`config.mk`:
```
export PLATFORM = sky130hd
export DESIGN_NAME = p7io_port
export DESIGN_NICKNAME = d
export VERILOG_FILES = /design/src/hw/p7io_pkg.sv /design/src/hw/p7io_port.sv
export VERILOG_INCLUDE_DIRS = /design/src /design/src/hw
export SDC_FILE = /design/constraint.sdc
export NUM_CORES = 1
export LEC_CHECK = 0
export BUFFER_PORTS_ARGS = -buffer_cell sky130_fd_sc_hd__buf_2
export CORE_MARGIN = 8
export CORE_UTILIZATION = 57
export CTS_BUF_LIST = sky130_fd_sc_hd__clkbuf_4 sky130_fd_sc_hd__clkbuf_8
export CTS_CLUSTER_SIZE = 8
export DETAILED_ROUTE_END_ITERATION = 10
export PLACE_DENSITY = 0.89
export SYNTH_ARGS = -nofsm -noshare
export SYNTH_HDL_FRONTEND = slang
export SYNTH_SLANG_ARGS = --single-unit
```
`constraint.sdc`:
```
create_clock -name pclk -period 2.4 [get_ports pclk]
set_input_delay 0.12 -clock pclk [delete_from_list [all_inputs] [get_ports pclk]]
set_output_delay 0.12 -clock pclk [all_outputs]
set_load 0.01 [all_outputs]
```
`src/hw/p7io_cfg.svh`:
```
// Purpose: offsets, reset values and field positions for the port block
// Assumes: APB byte address is four times the register index
// Notes:   the latch index is not word aligned, so every index is scaled
`ifndef P7IO_CFG_SVH
`define P7IO_CFG_SVH
`define P7IO_IDX_DIR     16'hFFBC
`define P7IO_IDX_LATCH   16'hFFBE
`define P7IO_IDX_PULLUP  16'hFFF2
`define P7IO_IDX_CTRL    16'hFFC4
`define P7IO_IDX_STAT    16'hFFC8
`define P7IO_OFF_DIR     18'h3FEF0
`define P7IO_OFF_LATCH   18'h3FEF8
`define P7IO_OFF_PULLUP  18'h3FFC8
`define P7IO_OFF_CTRL    18'h3FF10
`define P7IO_OFF_STAT    18'h3FF20
`define P7IO_RST_DIR     8'h00
`define P7IO_RST_LATCH   8'h00
`define P7IO_RST_PULLUP  8'h00
`define P7IO_RST_KEYMASK 4'hF
`define P7IO_RST_NDIR0   1'b0
`define P7IO_RST_NLATCH0 1'b0
`define P7IO_CTRL_NDIR   0
`define P7IO_CTRL_NLAT   1
`define P7IO_CTRL_KM_LO  4
`define P7IO_CTRL_KM_HI  7
`define P7IO_RD_ONES     8'hFF
`endif

```
`src/hw/p7io_pkg.sv`:
```
// Purpose: types shared by the port block
// Assumes: nothing beyond the config header
// Notes:   mode selects which pins a bus or host function takes over
package p7io_pkg;
  typedef enum logic [1:0] {
    P7IO_MODE_1,
    P7IO_MODE_2,
    P7IO_MODE_3
  } p7io_mode_t;

  typedef struct packed {
    logic [7:0] pin_out;
    logic [7:0] pin_oe;
    logic [7:0] pullup_on;
  } p7io_pads_t;

  typedef enum logic [1:0] {
    P7IO_IDLE,
    P7IO_ACCESS
  } p7io_bus_state_t;
endpackage

```
`src/hw/p7io_port.sv`:
```
// Purpose: 8-bit port with direction, latch, pull-ups and pin sharing
// Assumes: APB slave on pclk, one wait state, presetn async low
// Notes:   hw standby clears like reset, sw standby keeps everything
//
// What this block does
// - neighbour pin 0 input or output by direction
// - timer clock only when external source selected
// - direction bit 1 output, 0 input
// - direction register write-only, reads all ones
// - reset, hw standby clear direction; sw keeps
// - output pins read back latch value
// - input pins read sampled pin level
// - latch cleared by reset/hw standby, kept otherwise
// - key mask 0 routes pins 3..0 upward
// - mask bit 7 set reads one
// - pull-up only on input with enable set
// - pull-up bits 7..4 for pins 3..0 here, bit 0 for neighbour pin 0
// - pull-up register read/write, cleared like others
// - pin 7 wait, GPIO or host address
// - pins 6,5 strobes, GPIO or host strobes
`timescale 1ns/10ps
`include "p7io_cfg.svh"
module p7io_port
  import p7io_pkg::*;
(
  input  wire logic        pclk,
  input  wire logic        presetn,
  input  wire logic        psel,
  input  wire logic        penable,
  input  wire logic        pwrite,
  input  wire logic [17:0] paddr,
  input  wire logic [31:0] pwdata,
  output logic      [31:0] prdata,
  output logic             pready,
  output logic             pslverr,
  input  wire logic        hw_standby,
  input  wire p7io_mode_t  op_mode,
  input  wire logic        slave_mode,
  input  wire logic        wait_pin_used,
  input  wire logic        bus_rd_strobe_n,
  input  wire logic        bus_wr_strobe_n,
  input  wire logic        timer_clock_select_hi,
  input  wire logic        timer_clock_select_lo,
  input  wire logic [7:0]  pin_in,
  input  wire logic [3:0]  neighbour_pin_in,
  input  wire logic        neighbour_pin0_in,
  output logic      [7:0]  pin_out,
  output logic      [7:0]  pin_oe,
  output logic      [7:0]  pullup_on,
  output logic      [3:0]  neighbour_pullup_on,
  output logic             neighbour_pin0_out,
  output logic             neighbour_pin0_oe,
  output logic      [7:0]  neighbour_read_hi,
  output logic             bus_wait_in,
  output logic             host_addr_bit,
  output logic             host_read_strobe,
  output logic             host_write_strobe,
  output logic             timer_ext_clock_in,
  output logic             key_sense_in
);
  logic [7:0] pin_direction_bits_q;
  logic [7:0] output_latch_q;
  logic [7:0] pullup_enable_bits_q;
  logic [3:0] key_mask_select_q;
  logic       neighbour_direction_bits_q;
  logic       neighbour_latch_q;
  logic [7:0] sync1_q, sync2_q, sync3_q, pin_lvl_q;
  logic [4:0] nsync1_q, nsync2_q, nsync3_q, nlvl_q;
  logic [7:0] taken;
  logic [7:0] eff_oe;
  logic [7:0] eff_out;
  logic [7:0] read_mux;
  logic [31:0] rdata_d;
  logic       clr;
  logic       wr_en;
  logic       ext_clk_sel;

  assign clr   = hw_standby;
  // write lands only at the edge that completes the transfer
  assign wr_en = psel && penable && pwrite && pready;
  assign ext_clk_sel = timer_clock_select_hi && timer_clock_select_lo;

  // three-stage sync; a change counts once stages two and three agree
  always_ff @(posedge pclk or negedge presetn) begin
    if (!presetn) begin
      sync1_q   <= 8'h00;
      sync2_q   <= 8'h00;
      sync3_q   <= 8'h00;
      pin_lvl_q <= 8'h00;
      nsync1_q  <= 5'h00;
      nsync2_q  <= 5'h00;
      nsync3_q  <= 5'h00;
      nlvl_q    <= 5'h00;
    end else begin
      sync1_q  <= pin_in;
      sync2_q  <= sync1_q;
      sync3_q  <= sync2_q;
      nsync1_q <= {neighbour_pin_in, neighbour_pin0_in};
      nsync2_q <= nsync1_q;
      nsync3_q <= nsync2_q;
      for (int i = 0; i < 8; i++) begin
        if (sync2_q[i] == sync3_q[i]) begin
          pin_lvl_q[i] <= sync3_q[i];
        end
      end
      for (int j = 0; j < 5; j++) begin
        if (nsync2_q[j] == nsync3_q[j]) begin
          nlvl_q[j] <= nsync3_q[j];
        end
      end
    end
  end

  always_ff @(posedge pclk or negedge presetn) begin
    if (!presetn) begin
      pin_direction_bits_q <= `P7IO_RST_DIR;
    end else if (clr) begin
      pin_direction_bits_q <= `P7IO_RST_DIR;
    end else if (wr_en && paddr == `P7IO_OFF_DIR) begin
      pin_direction_bits_q <= pwdata[7:0];
    end
  end

  always_ff @(posedge pclk or negedge presetn) begin
    if (!presetn) begin
      output_latch_q <= `P7IO_RST_LATCH;
    end else if (clr) begin
      output_latch_q <= `P7IO_RST_LATCH;
    end else if (wr_en && paddr == `P7IO_OFF_LATCH) begin
      output_latch_q <= pwdata[7:0];
    end
  end

  always_ff @(posedge pclk or negedge presetn) begin
    if (!presetn) begin
      pullup_enable_bits_q <= `P7IO_RST_PULLUP;
    end else if (clr) begin
      pullup_enable_bits_q <= `P7IO_RST_PULLUP;
    end else if (wr_en && paddr == `P7IO_OFF_PULLUP) begin
      pullup_enable_bits_q <= pwdata[7:0];
    end
  end

  always_ff @(posedge pclk or negedge presetn) begin
    if (!presetn) begin
      key_mask_select_q          <= `P7IO_RST_KEYMASK;
      neighbour_direction_bits_q <= `P7IO_RST_NDIR0;
      neighbour_latch_q          <= `P7IO_RST_NLATCH0;
    end else if (clr) begin
      key_mask_select_q          <= `P7IO_RST_KEYMASK;
      neighbour_direction_bits_q <= `P7IO_RST_NDIR0;
      neighbour_latch_q          <= `P7IO_RST_NLATCH0;
    end else if (wr_en && paddr == `P7IO_OFF_CTRL) begin
      key_mask_select_q <= pwdata[`P7IO_CTRL_KM_HI:`P7IO_CTRL_KM_LO];
      neighbour_direction_bits_q <= pwdata[`P7IO_CTRL_NDIR];
      neighbour_latch_q          <= pwdata[`P7IO_CTRL_NLAT];
    end
  end

  // pins taken by a mode function ignore direction and latch
  always_comb begin
    taken = 8'h00;
    eff_out = output_latch_q;
    if (op_mode != P7IO_MODE_3) begin
      taken[7] = wait_pin_used;
      taken[6] = 1'b1;
      taken[5] = 1'b1;
      eff_out[6] = bus_rd_strobe_n;
      eff_out[5] = bus_wr_strobe_n;
    end else if (slave_mode) begin
      taken[7] = 1'b1;
      taken[6] = 1'b1;
      taken[5] = 1'b1;
    end
    eff_oe = pin_direction_bits_q & ~taken;
    if (op_mode != P7IO_MODE_3) begin
      eff_oe[6] = 1'b1;
      eff_oe[5] = 1'b1;
    end
  end

  always_comb begin
    for (int k = 0; k < 8; k++) begin
      read_mux[k] = pin_direction_bits_q[k] ? output_latch_q[k]
                                           : pin_lvl_q[k];
    end
  end

  // neighbour read bits 7..4; bits 3..0 are its own registers
  always_ff @(posedge pclk or negedge presetn) begin
    if (!presetn) begin
      neighbour_read_hi <= 8'h00;
    end else begin
      neighbour_read_hi[7] <= key_mask_select_q[3] ? 1'b1
                                                   : read_mux[3];
      for (int m = 0; m < 3; m++) begin
        neighbour_read_hi[4+m] <= key_mask_select_q[m] ? nlvl_q[m+2]
                                                       : read_mux[m];
      end
      neighbour_read_hi[3:0] <= 4'h0;
    end
  end

  always_ff @(posedge pclk or negedge presetn) begin
    if (!presetn) begin
      pin_out             <= 8'h00;
      pin_oe              <= 8'h00;
      pullup_on           <= 8'h00;
      neighbour_pullup_on <= 4'h0;
      neighbour_pin0_out  <= 1'b0;
      neighbour_pin0_oe   <= 1'b0;
    end else begin
      pin_out <= eff_out;
      pin_oe  <= eff_oe;
      pullup_on <= {4'h0, pullup_enable_bits_q[7:4]
                          & ~pin_direction_bits_q[3:0]};
      neighbour_pullup_on[0] <= pullup_enable_bits_q[0]
                                & ~neighbour_direction_bits_q;
      neighbour_pullup_on[3:1] <= 3'h0;
      neighbour_pin0_out <= neighbour_latch_q;
      neighbour_pin0_oe  <= neighbour_direction_bits_q;
    end
  end

  // function inputs follow the synced pins; key sense stays live both ways
  always_ff @(posedge pclk or negedge presetn) begin
    if (!presetn) begin
      bus_wait_in        <= 1'b0;
      host_addr_bit      <= 1'b0;
      host_read_strobe   <= 1'b0;
      host_write_strobe  <= 1'b0;
      timer_ext_clock_in <= 1'b0;
      key_sense_in       <= 1'b0;
    end else begin
      bus_wait_in <= (op_mode != P7IO_MODE_3) && wait_pin_used
                     && pin_lvl_q[7];
      host_addr_bit     <= taken[7] && op_mode == P7IO_MODE_3
                           && pin_lvl_q[7];
      host_read_strobe  <= taken[6] && op_mode == P7IO_MODE_3
                           && pin_lvl_q[6];
      host_write_strobe <= taken[5] && op_mode == P7IO_MODE_3
                           && pin_lvl_q[5];
      timer_ext_clock_in <= ext_clk_sel && nlvl_q[0];
      key_sense_in       <= nlvl_q[0];
    end
  end

  always_comb begin
    rdata_d = 32'h0000_0000;
    unique case (paddr)
      `P7IO_OFF_DIR:    rdata_d = {24'h0, `P7IO_RD_ONES};
      `P7IO_OFF_LATCH:  rdata_d = {24'h0, read_mux};
      `P7IO_OFF_PULLUP: rdata_d = {24'h0, pullup_enable_bits_q};
      `P7IO_OFF_CTRL:   rdata_d = {24'h0, key_mask_select_q, 2'b00,
                                   neighbour_latch_q,
                                   neighbour_direction_bits_q};
      `P7IO_OFF_STAT:   rdata_d = {16'h0, nlvl_q[0], 7'h00, pin_lvl_q};
      default:          rdata_d = 32'h0000_0000;
    endcase
  end

  // one wait state: answer in the second access cycle after setup
  always_ff @(posedge pclk or negedge presetn) begin
    if (!presetn) begin
      prdata  <= 32'h0000_0000;
      pready  <= 1'b0;
      pslverr <= 1'b0;
    end else begin
      pready  <= psel && penable && !pready;
      prdata  <= rdata_d;
      pslverr <= psel && penable && !pready
                 && !(paddr inside {`P7IO_OFF_DIR, `P7IO_OFF_LATCH,
                      `P7IO_OFF_PULLUP, `P7IO_OFF_CTRL, `P7IO_OFF_STAT});
    end
  end
endmodule

```
==> results of run 1 <==
==> per-stage QoR <==
| stage | instances | hold WS, ps |
|---|---|---|
| after floorplan | 436 | -176 |
| after global placement | 584 | 155 |
| after detailed placement | 584 | 158 |
| after CTS | 645 | 21.7 |
| after global routing | 646 | 53.7 |
| final | 646 | 22.2 |
==> area by class of cell <==
cell class,count,share of cell area
antenna,1,0.000414
timing repair buffer,130,0.137
multi-input combinational,252,0.252
clock buffer,18,0.0400
clock inverter,14,0.0402
sequential,122,0.506
tap,105,0.0217
inverter,4,0.00249
==> per-layer routing <==
metal | part of all wire | vias up | track usage
met5 | 0 | - | 0
met4 | 0.023 | 0 | 0.101
met3 | 0.099 | 41 | 0.0815
met2 | 0.49 | 242 | 0.356
met1 | 0.39 | 1767 | 0.277
li1 | - | 1623 | -
==> logic make-up after synthesis <==
kind of cell	count (synthesis)	synth area share
AO/OA/AOI/OAI	89	0.109
buffers and inverters	62	0.0808
flip-flops	122	0.631
adder cells (fa/ha/maj)	12	0.0248
multiplexers	12	0.0253
other	1	0.000773
AND/OR/NAND/NOR	105	0.128
==> power by group <==
group	internal (W)	switching (W)
Clock	0.00136	0.000854
Sequential	0.00212	0.0000368
Combinational	0.000110	0.000162
==> worst register-to-register path, stage by stage (launching register included) <==
cell and delay [ps]:
dfrtp_1 400, and4_1 300, nor3b_2 640, nand3_1 160, a21oi_1 210
==> synthesized netlist by cell type, drive strengths merged, types with 2 or more instances <==
master and count:
inv 4, and2 4, nand4 12, a21oi 35, maj3 12, dfstp 4
clkbuf 11, o211ai 2, and3 10, a221o 5, buf 47, nand3 21
nor2b 7, and4b 3, mux2 2, a32o 5, nand3b 5, nand2b 4
and4 5, o22ai 5, mux2i 10, nor2 12, nand2 15, dfrtp 118
o21ai 31, or3 2, a211oi 2
==> flip-flops by register name, summed over array words and instances (netlist names), 4 cells and up <==
name / count
prdata: 9
nlvl_q: 4
pin_oe: 8
pin_lvl_q: 8
output_latch_q: 8
pin_direction_bits_q: 8
nsync2_q: 4
nsync3_q: 4
sync1_q: 8
sync2_q: 8
pin_out: 8
sync3_q: 8
key_mask_select_q: 4
pullup_enable_bits_q: 8
neighbour_read_hi: 4
pullup_on: 4
nsync1_q: 4
==> worst paths after layout <==
path                                 startpoint                             endpoint  cells past startpoint
setup / recovery               pready$_DFF_PN0_  pin_direction_bits_q[4]$_DFFE_PN0P_                      4
hold / removal                       op_mode[0]                  pin_oe[5]$_DFF_PN0_                      3
setup reg to reg               pready$_DFF_PN0_  pin_direction_bits_q[4]$_DFFE_PN0P_                      4
hold reg to reg            sync1_q[0]$_DFF_PN0_                 sync2_q[0]$_DFF_PN0_                      0
max in group asynchronous               presetn  pullup_enable_bits_q[3]$_DFFE_PN0P_                      3
min in group asynchronous               presetn             pin_lvl_q[5]$_DFFE_PN0N_                      2
==> repair_timing <==
item | CTS | global route
resized for setup | 0 | 0
hold buffers | 29 | 0
setup buffers | 0 | 0
hold endpoints to repair | 88 | 0
==> summary.md, run 1 <==
| Metric | Value |
|---|---|
| Synthesis-stage register bit count | `122` |
| Total wire length | `12700 um` |
| Die area | `11700 um^2` |
| Die width | `108 um` |
| Port-buffer cells | `95` |
| Crit path required time | `2750 ps` |
| Post-synth top area cell | `dfrtp_1` |
| Peak supply drop | `0.407 mV` |
| Startpoint Class | `flop` |
| Vias in the first global route | `3869` |
| Largest net degree at the start of global routing | `52` |
| Max-cap viol count | `0` |
| Syn Std Cell Area | `4850 um^2` |
| Largest cells by area after synthesis | `dfrtp_1 (61%), buf_4 (5.9%), a21oi_1 (3.6%)` |
| Area Growth Syn to Fin | `24.6%` |
| Slowest cell on crit path | `nor3b_2` |
| Worst slack, placed | `592 ps` |
| Most frequent cells in the layout | `dfrtp_1 (118), buf_2 (94), a21oi_1 (35)` |
| Post-DR wirelength/cell | `19.7 um` |
| CP Max Fanout | `8` |
| Max-slew headroom | `0.521` |
| Top cell family by delay on the critical path | `simple AND/OR/NAND/NOR gates` |
| R2R Setup Slk | `610 ps` |
| Max Fclk | `558 MHz` |
| Bufs and invs on worst path | `0` |
| Worst path cell trace | `and4_1 -> nor3b_2 -> nand3_1 -> a21oi_1` |
| Post-Place Cell Area | `5260 um^2` |
| Share of layout cells above drive strength 1 | `0.274` |
| Most common cell after layout, fill and taps aside | `dfrtp_1` |
| Hold WC Path Type | `primary input to flop` |
| Nets | `604` |
| # fillers | `553` |
| Final instance area | `6040 um^2` |
| CTS sink cnt | `122` |
| Async set or reset register ratio after synthesis | `1.00` |
| Die H | `108 um` |
| Detailed Place HPWL | `8340 um` |
| Leakage Power | `2.84 nW` |
| Worst-margin pin slew | `716 ps` |
| Drt initial violations | `345` |
| Final Setup Violations | `0` |
| PwrDens | `769 nW/um^2` |
| Root buffer cell | `clkbuf_8` |
| H-tree Lvls | `4` |
| Total iterations of the first detailed-routing run | `5` |
| Avg Inst Size Synth | `12.0 um^2` |
| Ys Warns | `0` |
| Cells after Synth | `403` |
| Top cell type's share of synthesized area | `0.609` |
| Crit end category | `flop` |
| # DRC | `0` |
| Final period util | `0.746` |
| First-pass GRT wire length | `20200 um` |
| Outcome | `completed` |
| Post-synth EDFFs | `0` |
| DR vias | `3673` |
| Core occupancy in the finished layout | `0.735` |
| Post-synthesis sequential area ratio | `0.631` |
| Core box area | `8220 um^2` |
| Design Power | `0.00465 W` |
| Clk Latency, worst-skew pair | `440 ps` |
| Max Buffers Root-to-Sink | `2` |
| GRT Util Overall | `0.227` |
| GPL Wtd Cong | `0.894` |
| Register area | `3060 um^2` |
| Cell row count | `33` |
| Area of the multi-input gates | `1520 um^2` |
| RSZ-0062 raised after global routing | `false` |
| Num CTS Buffers | `17` |
| Worst-path clk slew | `70 ps` |
| Via density per instance | `5.69` |
| CTS tree | `done` |
| Fin worst setup slack | `609 ps` |
| IO Pins | `155` |
| Antenna violations before repair | `1` |
| Sum Neg Setup Slack | `0 ps` |
| Critical Path Max Stage Delay | `640 ps` |
| Layout Skew | `13.3 ps` |
| CP Class | `flop to flop` |
| Fin. Hold Viols | `0` |
| Slew Viols, Final | `0` |
| Min Tclk post-route | `1790 ps` |
| Gr ovfl total | `0` |
| Starting Density | `0.590` |
| DRT antenna net count | `0` |
| Synth unique cells | `43` |
| Worst Path Arrival | `2140 ps` |
| Primary FF master, synth | `dfrtp_1` |
Power figures use the tool's default switching activity.
==> run 2, diff against run 1 <==
Settings changed: ABC_AREA from default to 1, CORE_UTILIZATION 57 to 52, PLACE_DENSITY 0.89 to 0.82.
Clock period 2.4 ns to 1.65 ns, I/O delays scaled along.
==> run 2 against run 1 <==
Effect of this change:
- routed wire length is 16% lower
- clock power is 30% higher
- sequential power is 46% higher
- fmax is 17% higher
- area after synthesis is 0.77% lower
- first-iteration DRC count is 42% lower
- sequential share of layout area is 0.57 points lower
- critical path depth is 1 higher
- largest cell class unchanged
- highest routed layer unchanged
==> summary.md, run 2 <==
| Metric | Value |
|---|---|
| Outcome | `completed` |
| Hold WC Path Type | `primary input to flop` |
| Worst Path Arrival | `1890 ps (-250 ps)` |
| Max-cap viol count | `0 (unchanged)` |
| # DRC | `0 (unchanged)` |
| CP Class | `flop to flop` |
| Ys Warns | `0 (unchanged)` |
| Vias in the first global route | `3716 (-4.0%)` |
| Final instance area | `6110 um^2 (+1.1%)` |
| Most common cell in the netlist | `dfrtp_1` |
| Largest cells by area after synthesis | `dfrtp_1 (61%), nand2_1 (5.6%), buf_4 (5.5%)` |
| Cell row count | `35 (+6.1%)` |
| Post-synth EDFFs | `0 (unchanged)` |
| H-tree Lvls | `4 (unchanged)` |
| Post-CTS Setup Bufs | `0 (unchanged)` |
| Post-Place Cell Area | `5300 um^2 (+0.76%)` |
| Startpoint Class | `flop` |
| Post-synth top area cell | `dfrtp_1` |
| Most flops, register | `prdata` |
| Most frequent cells in the layout | `dfrtp_1 (118), buf_2 (94), nand2_1 (72)` |
| Nets | `650 (+7.6%)` |
| Post-synthesis sequential area ratio | `0.635 (+0.00492)` |
| Top cell type's share of synthesized area | `0.614 (+0.00475)` |
| Syn Std Cell Area | `4810 um^2 (-0.77%)` |
| Reg2reg end | `key_mask_select_q[2]$_DFFE_PN1P_` |
| Final Setup Violations | `0 (unchanged)` |
| Fin. Hold Viols | `0 (unchanged)` |
| Die area | `12600 um^2 (+7.5%)` |
| Avg Inst Size Synth | `11.3 um^2 (-5.9%)` |
| Core box area | `9110 um^2 (+11%)` |
| Async set or reset register ratio after synthesis | `1.00 (unchanged)` |
| Post-DR wirelength/cell | `15.4 um (-22%)` |
| Crit path from | `pready$_DFF_PN0_` |
| CTS sink cnt | `122 (unchanged)` |
| Final non-filler cell total | `695 (+7.6%)` |
| First-pass GRT wire length | `18200 um (-9.9%)` |
| Root buffer cell | `clkbuf_8` |
| R2R Setup Slk | `120 ps (-480 ps)` |
| Design Power | `0.00647 W (+39%)` |
| CP Max Fanout | `6 (-2)` |
| Num CTS Buffers | `17 (unchanged)` |
| Gr ovfl total | `0 (unchanged)` |
| PwrDens | `1060 nW/um^2 (+38%)` |
| Detailed Place HPWL | `7440 um (-11%)` |
| Die H | `112 um (+3.7%)` |
| Via density per instance | `4.90 (-14%)` |
| GPL Wtd Cong | `0.835 (-6.6%)` |
| DP Cell Count | `628 (+7.5%)` |
| R2R cell count | `5 (+1)` |
| Number of flip-flops in the largest register | `9 (unchanged)` |
| CTS tree | `done` |
| Final period util | `0.925 (+0.178)` |
| Setup crit end | `key_mask_select_q[2]$_DFFE_PN1P_` |
| Synthesis-stage register bit count | `122 (unchanged)` |
| IO Pins | `155 (unchanged)` |
| Min Tclk post-route | `1530 ps (-266 ps)` |
| Sum Neg Setup Slack | `0 ps (unchanged)` |
| Area Growth Syn to Fin | `27.0%` |
| # fillers | `689 (+25%)` |
| Max Buffers Root-to-Sink | `2 (unchanged)` |
| Die width | `112 um (+3.7%)` |
| Largest net degree at the start of global routing | `48 (-7.7%)` |
| Total iterations of the first detailed-routing run | `6 (+1)` |
| Synth unique cells | `31 (-28%)` |
| Share of layout cells above drive strength 1 | `0.322 (+0.0478)` |
| DRT antenna net count | `0 (unchanged)` |
| Cells after Synth | `425 (+5.5%)` |
| Primary FF master, synth | `dfrtp_1` |
| Worst r2r src | `pready$_DFF_PN0_` |
| Antenna violations before repair | `0 (-1)` |
| Slew Viols, Final | `0 (unchanged)` |
| Leakage Power | `3.14 nW (+10%)` |
| Drt initial violations | `200 (-42%)` |
| Most common cell after layout, fill and taps aside | `dfrtp_1` |
| Crit path required time | `2010 ps (-740 ps)` |
| Antenna cells | `0 (-1)` |
| Max Fclk | `656 MHz (+17%)` |
| Crit end category | `flop` |
| Worst-path clk slew | `70 ps (about the same)` |
| DR vias | `3404 (-7.3%)` |
| Top cells by count, synth | `dfrtp_1 (118), nand2_1 (72), buf_4 (35)` |
| Clk Latency, worst-skew pair | `420 ps (-20 ps)` |
| GRT Util Overall | `0.181 (-0.0456)` |
| Total wire length | `10700 um (-16%)` |
| Peak supply drop | `0.609 mV (+49%)` |
| Starting Density | `0.528 (-0.0619)` |
| Layout Skew | `5.56 ps (-7.77 ps)` |
| RSZ-0062 raised after global routing | `false` |
| Port-buffer cells | `95 (unchanged)` |
| Min Hold Slack | `63.1 ps (+40.8 ps)` |
[run 2: critical path, cell delays in order (launching register included)]
cell and delay [ps]:
dfrtp_1 370, nand4_2 180, nor2_8 200, a21oi_1 90, dlygate4sd3_1 560, nand2_1 60
[run 2: through the flow]
step                      utilization  setup slack, ps
after floorplan                     -              344
after detailed placement        0.582              211
final                           0.671              125
after global routing            0.671             34.0
after global placement          0.582              268
after CTS                       0.670              138
[run 2: timing repair]
item                       in CTS  in global routing
setup endpoints to repair       0                  1
gates resized for setup         0                  1
hold endpoints to repair      150                  0
hold buffers                   37                  0
[run 2: kinds of logic after synthesis]
group                      count (synthesis)  synth area share
AOI/OAI and AO/OA                         44            0.0520
adders and majority gates                 12            0.0250
buffers and inverters                     75            0.0915
DFF                                      122             0.635
muxes                                      3           0.00676
other                                      1          0.000779
and+or+nand+nor                          168             0.189
[run 2: per-layer routing]
layer	vias up	wire length, um	part of all wire	track usage
met3	15	797	0.075	0.0676
met1	1652	4370	0.41	0.212
met4	0	150	0.014	0.0549
met5	-	0	0	0
li1	1600	-	-	-
met2	137	5370	0.50	0.305
[run 2: how the worst min path moves through the flow]
stage	start	end	depth (start not counted)
2_1_floorplan	presetn	bus_wait_in$_DFF_PN0_	0
3_3_place_gp	presetn	bus_wait_in$_DFF_PN0_	1
3_5_place_dp	presetn	bus_wait_in$_DFF_PN0_	1
4_1_cts	hw_standby	output_latch_q[4]$_DFFE_PN0P_	4
5_1_grt	hw_standby	pin_direction_bits_q[4]$_DFFE_PN0P_	4
6_report	hw_standby	pullup_enable_bits_q[4]$_DFFE_PN0P_	4
[run 2: cell type report]
| cell class | instances | area, um^2 | area share |
|---|---|---|---|
| tap | 111 | 139 | 0.0227 |
| clock buffer | 22 | 290 | 0.0475 |
| inverter | 35 | 136 | 0.0223 |
| timing repair buffer | 136 | 903 | 0.148 |
| multi-input combinational | 261 | 1440 | 0.236 |
| sequential | 122 | 3060 | 0.501 |
| clock inverter | 8 | 143 | 0.0233 |
[run 2: power by group]
| part | total (W) | switching (W) | internal [W] |
|---|---|---|---|
| Combinational | 0.000450 | 0.000263 | 0.000187 |
| Clock | 0.00287 | 0.00109 | 0.00178 |
| Sequential | 0.00315 | 0.0000538 | 0.00310 |
| Total | 0.00647 | 0.00141 | 0.00506 |
==> run 3, diff against run 2 <==
Settings changed: REMOVE_ABC_BUFFERS from default to 1.
==> run 3 against run 2 <==
Effect of this change:
- first-iteration DRC count rose by 0.50%
- flip-flop and latch count is the same
- sequential share of layout area decreased by 0.12 points
- total power decreased by 0.19%
- register-to-register slack about the same
- routed wire length grew 0.68%
- die area unchanged
- clock power hardly changed
- combinational power barely moved
- worst hold slack worse by 4.3 ps
- cell area is 0.25% higher
- cell count is 0.43% higher
- largest cell class unchanged
==> summary.md, run 3 (synthesis results as in run 2) <==
| Metric | Value |
|---|---|
| Crit end category | `flop` |
| Post-DR wirelength/cell | `15.4 um (+0.25%)` |
| Min Tclk post-route | `1590 ps (+59.6 ps)` |
| Peak supply drop | `0.614 mV (+0.78%)` |
| Total wire length | `10800 um (+0.68%)` |
| Vias in the first global route | `3703 (-0.35%)` |
| Final period util | `0.961 (+0.0361)` |
| Worst Hold End | `pin_direction_bits_q[4]$_DFFE_PN0P_` |
| CP Class | `primary input to flop` |
| Fin. Hold Viols | `0 (unchanged)` |
| Gr ovfl total | `0 (unchanged)` |
| PwrDens | `1050 nW/um^2 (-0.44%)` |
| R2R cell count | `5 (unchanged)` |
| # DRC | `0 (unchanged)` |
| Max Buffers Root-to-Sink | `2 (unchanged)` |
| Post-Place Cell Area | `5310 um^2 (+0.14%)` |
| Hold WC Path Type | `primary input to flop` |
| Final non-filler cell total | `698 (+0.43%)` |
| Worst-path clk slew | `70 ps (about the same)` |
| Detailed Place HPWL | `7530 um (+1.2%)` |
| Root buffer cell | `clkbuf_8` |
| Crit path required time | `1960 ps (-50 ps)` |
| Final instance area | `6120 um^2 (+0.25%)` |
| Number of flip-flops in the largest register | `9 (unchanged)` |
| GPL Wtd Cong | `0.904 (+8.3%)` |
| Total iterations of the first detailed-routing run | `5 (-1)` |
| Leakage Power | `3.14 nW (+0.11%)` |
| Worst-margin pin slew | `559 ps` |
| Core occupancy in the finished layout | `0.672 (+0.00165)` |
| Largest net degree at the start of global routing | `43 (-10%)` |
| Num CTS Buffers | `17 (unchanged)` |
| Starting Density | `0.528 (unchanged)` |
| Max-slew headroom | `0.627` |
| Port-buffer cells | `95 (unchanged)` |
| DR vias | `3419 (+0.44%)` |
| Core box area | `9110 um^2 (unchanged)` |
| CTS sink cnt | `122 (unchanged)` |
| H-tree Lvls | `4 (unchanged)` |
| Hold_sp | `hw_standby` |
| Most common cell after layout, fill and taps aside | `dfrtp_1` |
| Max Fclk | `631 MHz (-3.8%)` |
| Nets | `651 (+0.15%)` |
| Reg2reg end | `key_mask_select_q[2]$_DFFE_PN1P_` |
| Crit path from | `op_mode[0]` |
| First-pass GRT wire length | `17800 um (-2.3%)` |
| Sum Neg Setup Slack | `0 ps (unchanged)` |
| Worst r2r src | `pready$_DFF_PN0_` |
| Worst hold stages | `4 (unchanged)` |
| Die width | `112 um (unchanged)` |
| DRT antenna net count | `0 (unchanged)` |
| Die H | `112 um (unchanged)` |
| IO Pins | `155 (unchanged)` |
| Worst Path Arrival | `1890 ps (about the same)` |
| Share of layout cells above drive strength 1 | `0.324 (+0.00176)` |
| Final Setup Violations | `0 (unchanged)` |
| Die area | `12600 um^2 (unchanged)` |
| Drt initial violations | `201 (+0.50%)` |
| Area Growth Syn to Fin | `27.3%` |
| CTS tree | `done` |
| Max-cap viol count | `0 (unchanged)` |
| Via density per instance | `4.90 (about the same)` |
| Antenna cells | `0 (unchanged)` |
| Most flops, register | `prdata` |
| Layout Skew | `4.53 ps (-1.03 ps)` |
| Outcome | `completed` |
| CP Max Fanout | `4 (-2)` |
| Cell row count | `35 (unchanged)` |
| DP Cell Count | `629 (+0.16%)` |
| GRT Util Overall | `0.179 (-0.00279)` |
| RSZ-0062 raised after global routing | `false` |
| Most frequent cells in the layout | `dfrtp_1 (118), buf_2 (94), nand2_1 (72)` |
| R2R Setup Slk | `110 ps (about the same)` |
| Slew Viols, Final | `0 (unchanged)` |
| Clk Latency, worst-skew pair | `420 ps (about the same)` |
| Startpoint Class | `primary input` |
| Antenna violations before repair | `0 (unchanged)` |
-- run 3: cell count changes in the layout (fill, tap and decap cells not counted), sizes merged --
| cell | change |
|---|---|
| buf | +1 |
| clkbuf | -2 |
| clkinv | +1 |
| clkinvlp | +2 |
| inv | +1 |
-- run 3: worst max-delay path by stage --
stage | cells after the start | slack [ps] | endpoint
4_1_cts | 5 | 100 | key_mask_select_q[3]$_DFFE_PN1P_
3_5_place_dp | 5 | 160 | pin_direction_bits_q[7]$_DFFE_PN0P_
6_report | 7 | 60 | pin_oe[7]$_DFF_PN0_
2_1_floorplan | 5 | 360 | pin_direction_bits_q[7]$_DFFE_PN0P_
5_1_grt | 7 | 5 | pin_oe[7]$_DFF_PN0_
3_3_place_gp | 5 | 230 | pin_direction_bits_q[7]$_DFFE_PN0P_
-- run 3: area by class of cell --
class	count	area (um^2)
flip-flops and latches	122	3060
fillers	670	2980
multi-input cells	261	1450
repair buffers	137	911
clock buffers	20	263
clock inverters	12	171
well taps	111	139
inverters	35	136
-- run 3: repair_timing --
| action | in CTS | in global routing |
|---|---|---|
| hold buffers | 37 | 0 |
| setup buffers | 0 | 0 |
| gates resized for setup | 0 | 1 |
| endpoints found under the setup margin | 0 | 2 |
| endpoints found under the hold margin | 78 | 0 |
-- run 3: critical path, stage by stage --
cell and delay (ps):
dlygate4sd3_1 540, buf_2 120, nor2_1 230, inv_1 140
nor2_1 150, nor2_1 70, dlygate4sd3_1 560
-- run 3: layer usage --
layer,routed length (um),up-vias,GRT usage,share of wire
met5,0,-,0,0
met4,193,0,0.0701,0.018
met3,1010,16,0.0741,0.094
met2,5140,167,0.286,0.48
met1,4410,1638,0.210,0.41
li1,-,1598,-,-
-- run 3: power breakdown --
part | leakage (nW) | total, W | internal (W) | switching (W)
registers | 1.55 | 0.00315 | 0.00310 | 0.0000535
clock network | 0.216 | 0.00285 | 0.00171 | 0.00114
logic | 1.37 | 0.000453 | 0.000187 | 0.000266
total | 3.14 | 0.00646 | 0.00500 | 0.00146
-- run 3: stage by stage --
stage	hold WS (ps)	setup WS [ps]	total power [W]
global placement	87.2	228	0.00357
detailed placement	97.9	157	0.00359
CTS	19.6	100	0.00651
floorplan	-213	356	0.00337
finish	58.8	64.9	0.00646
global route	96.9	5.04	0.00672
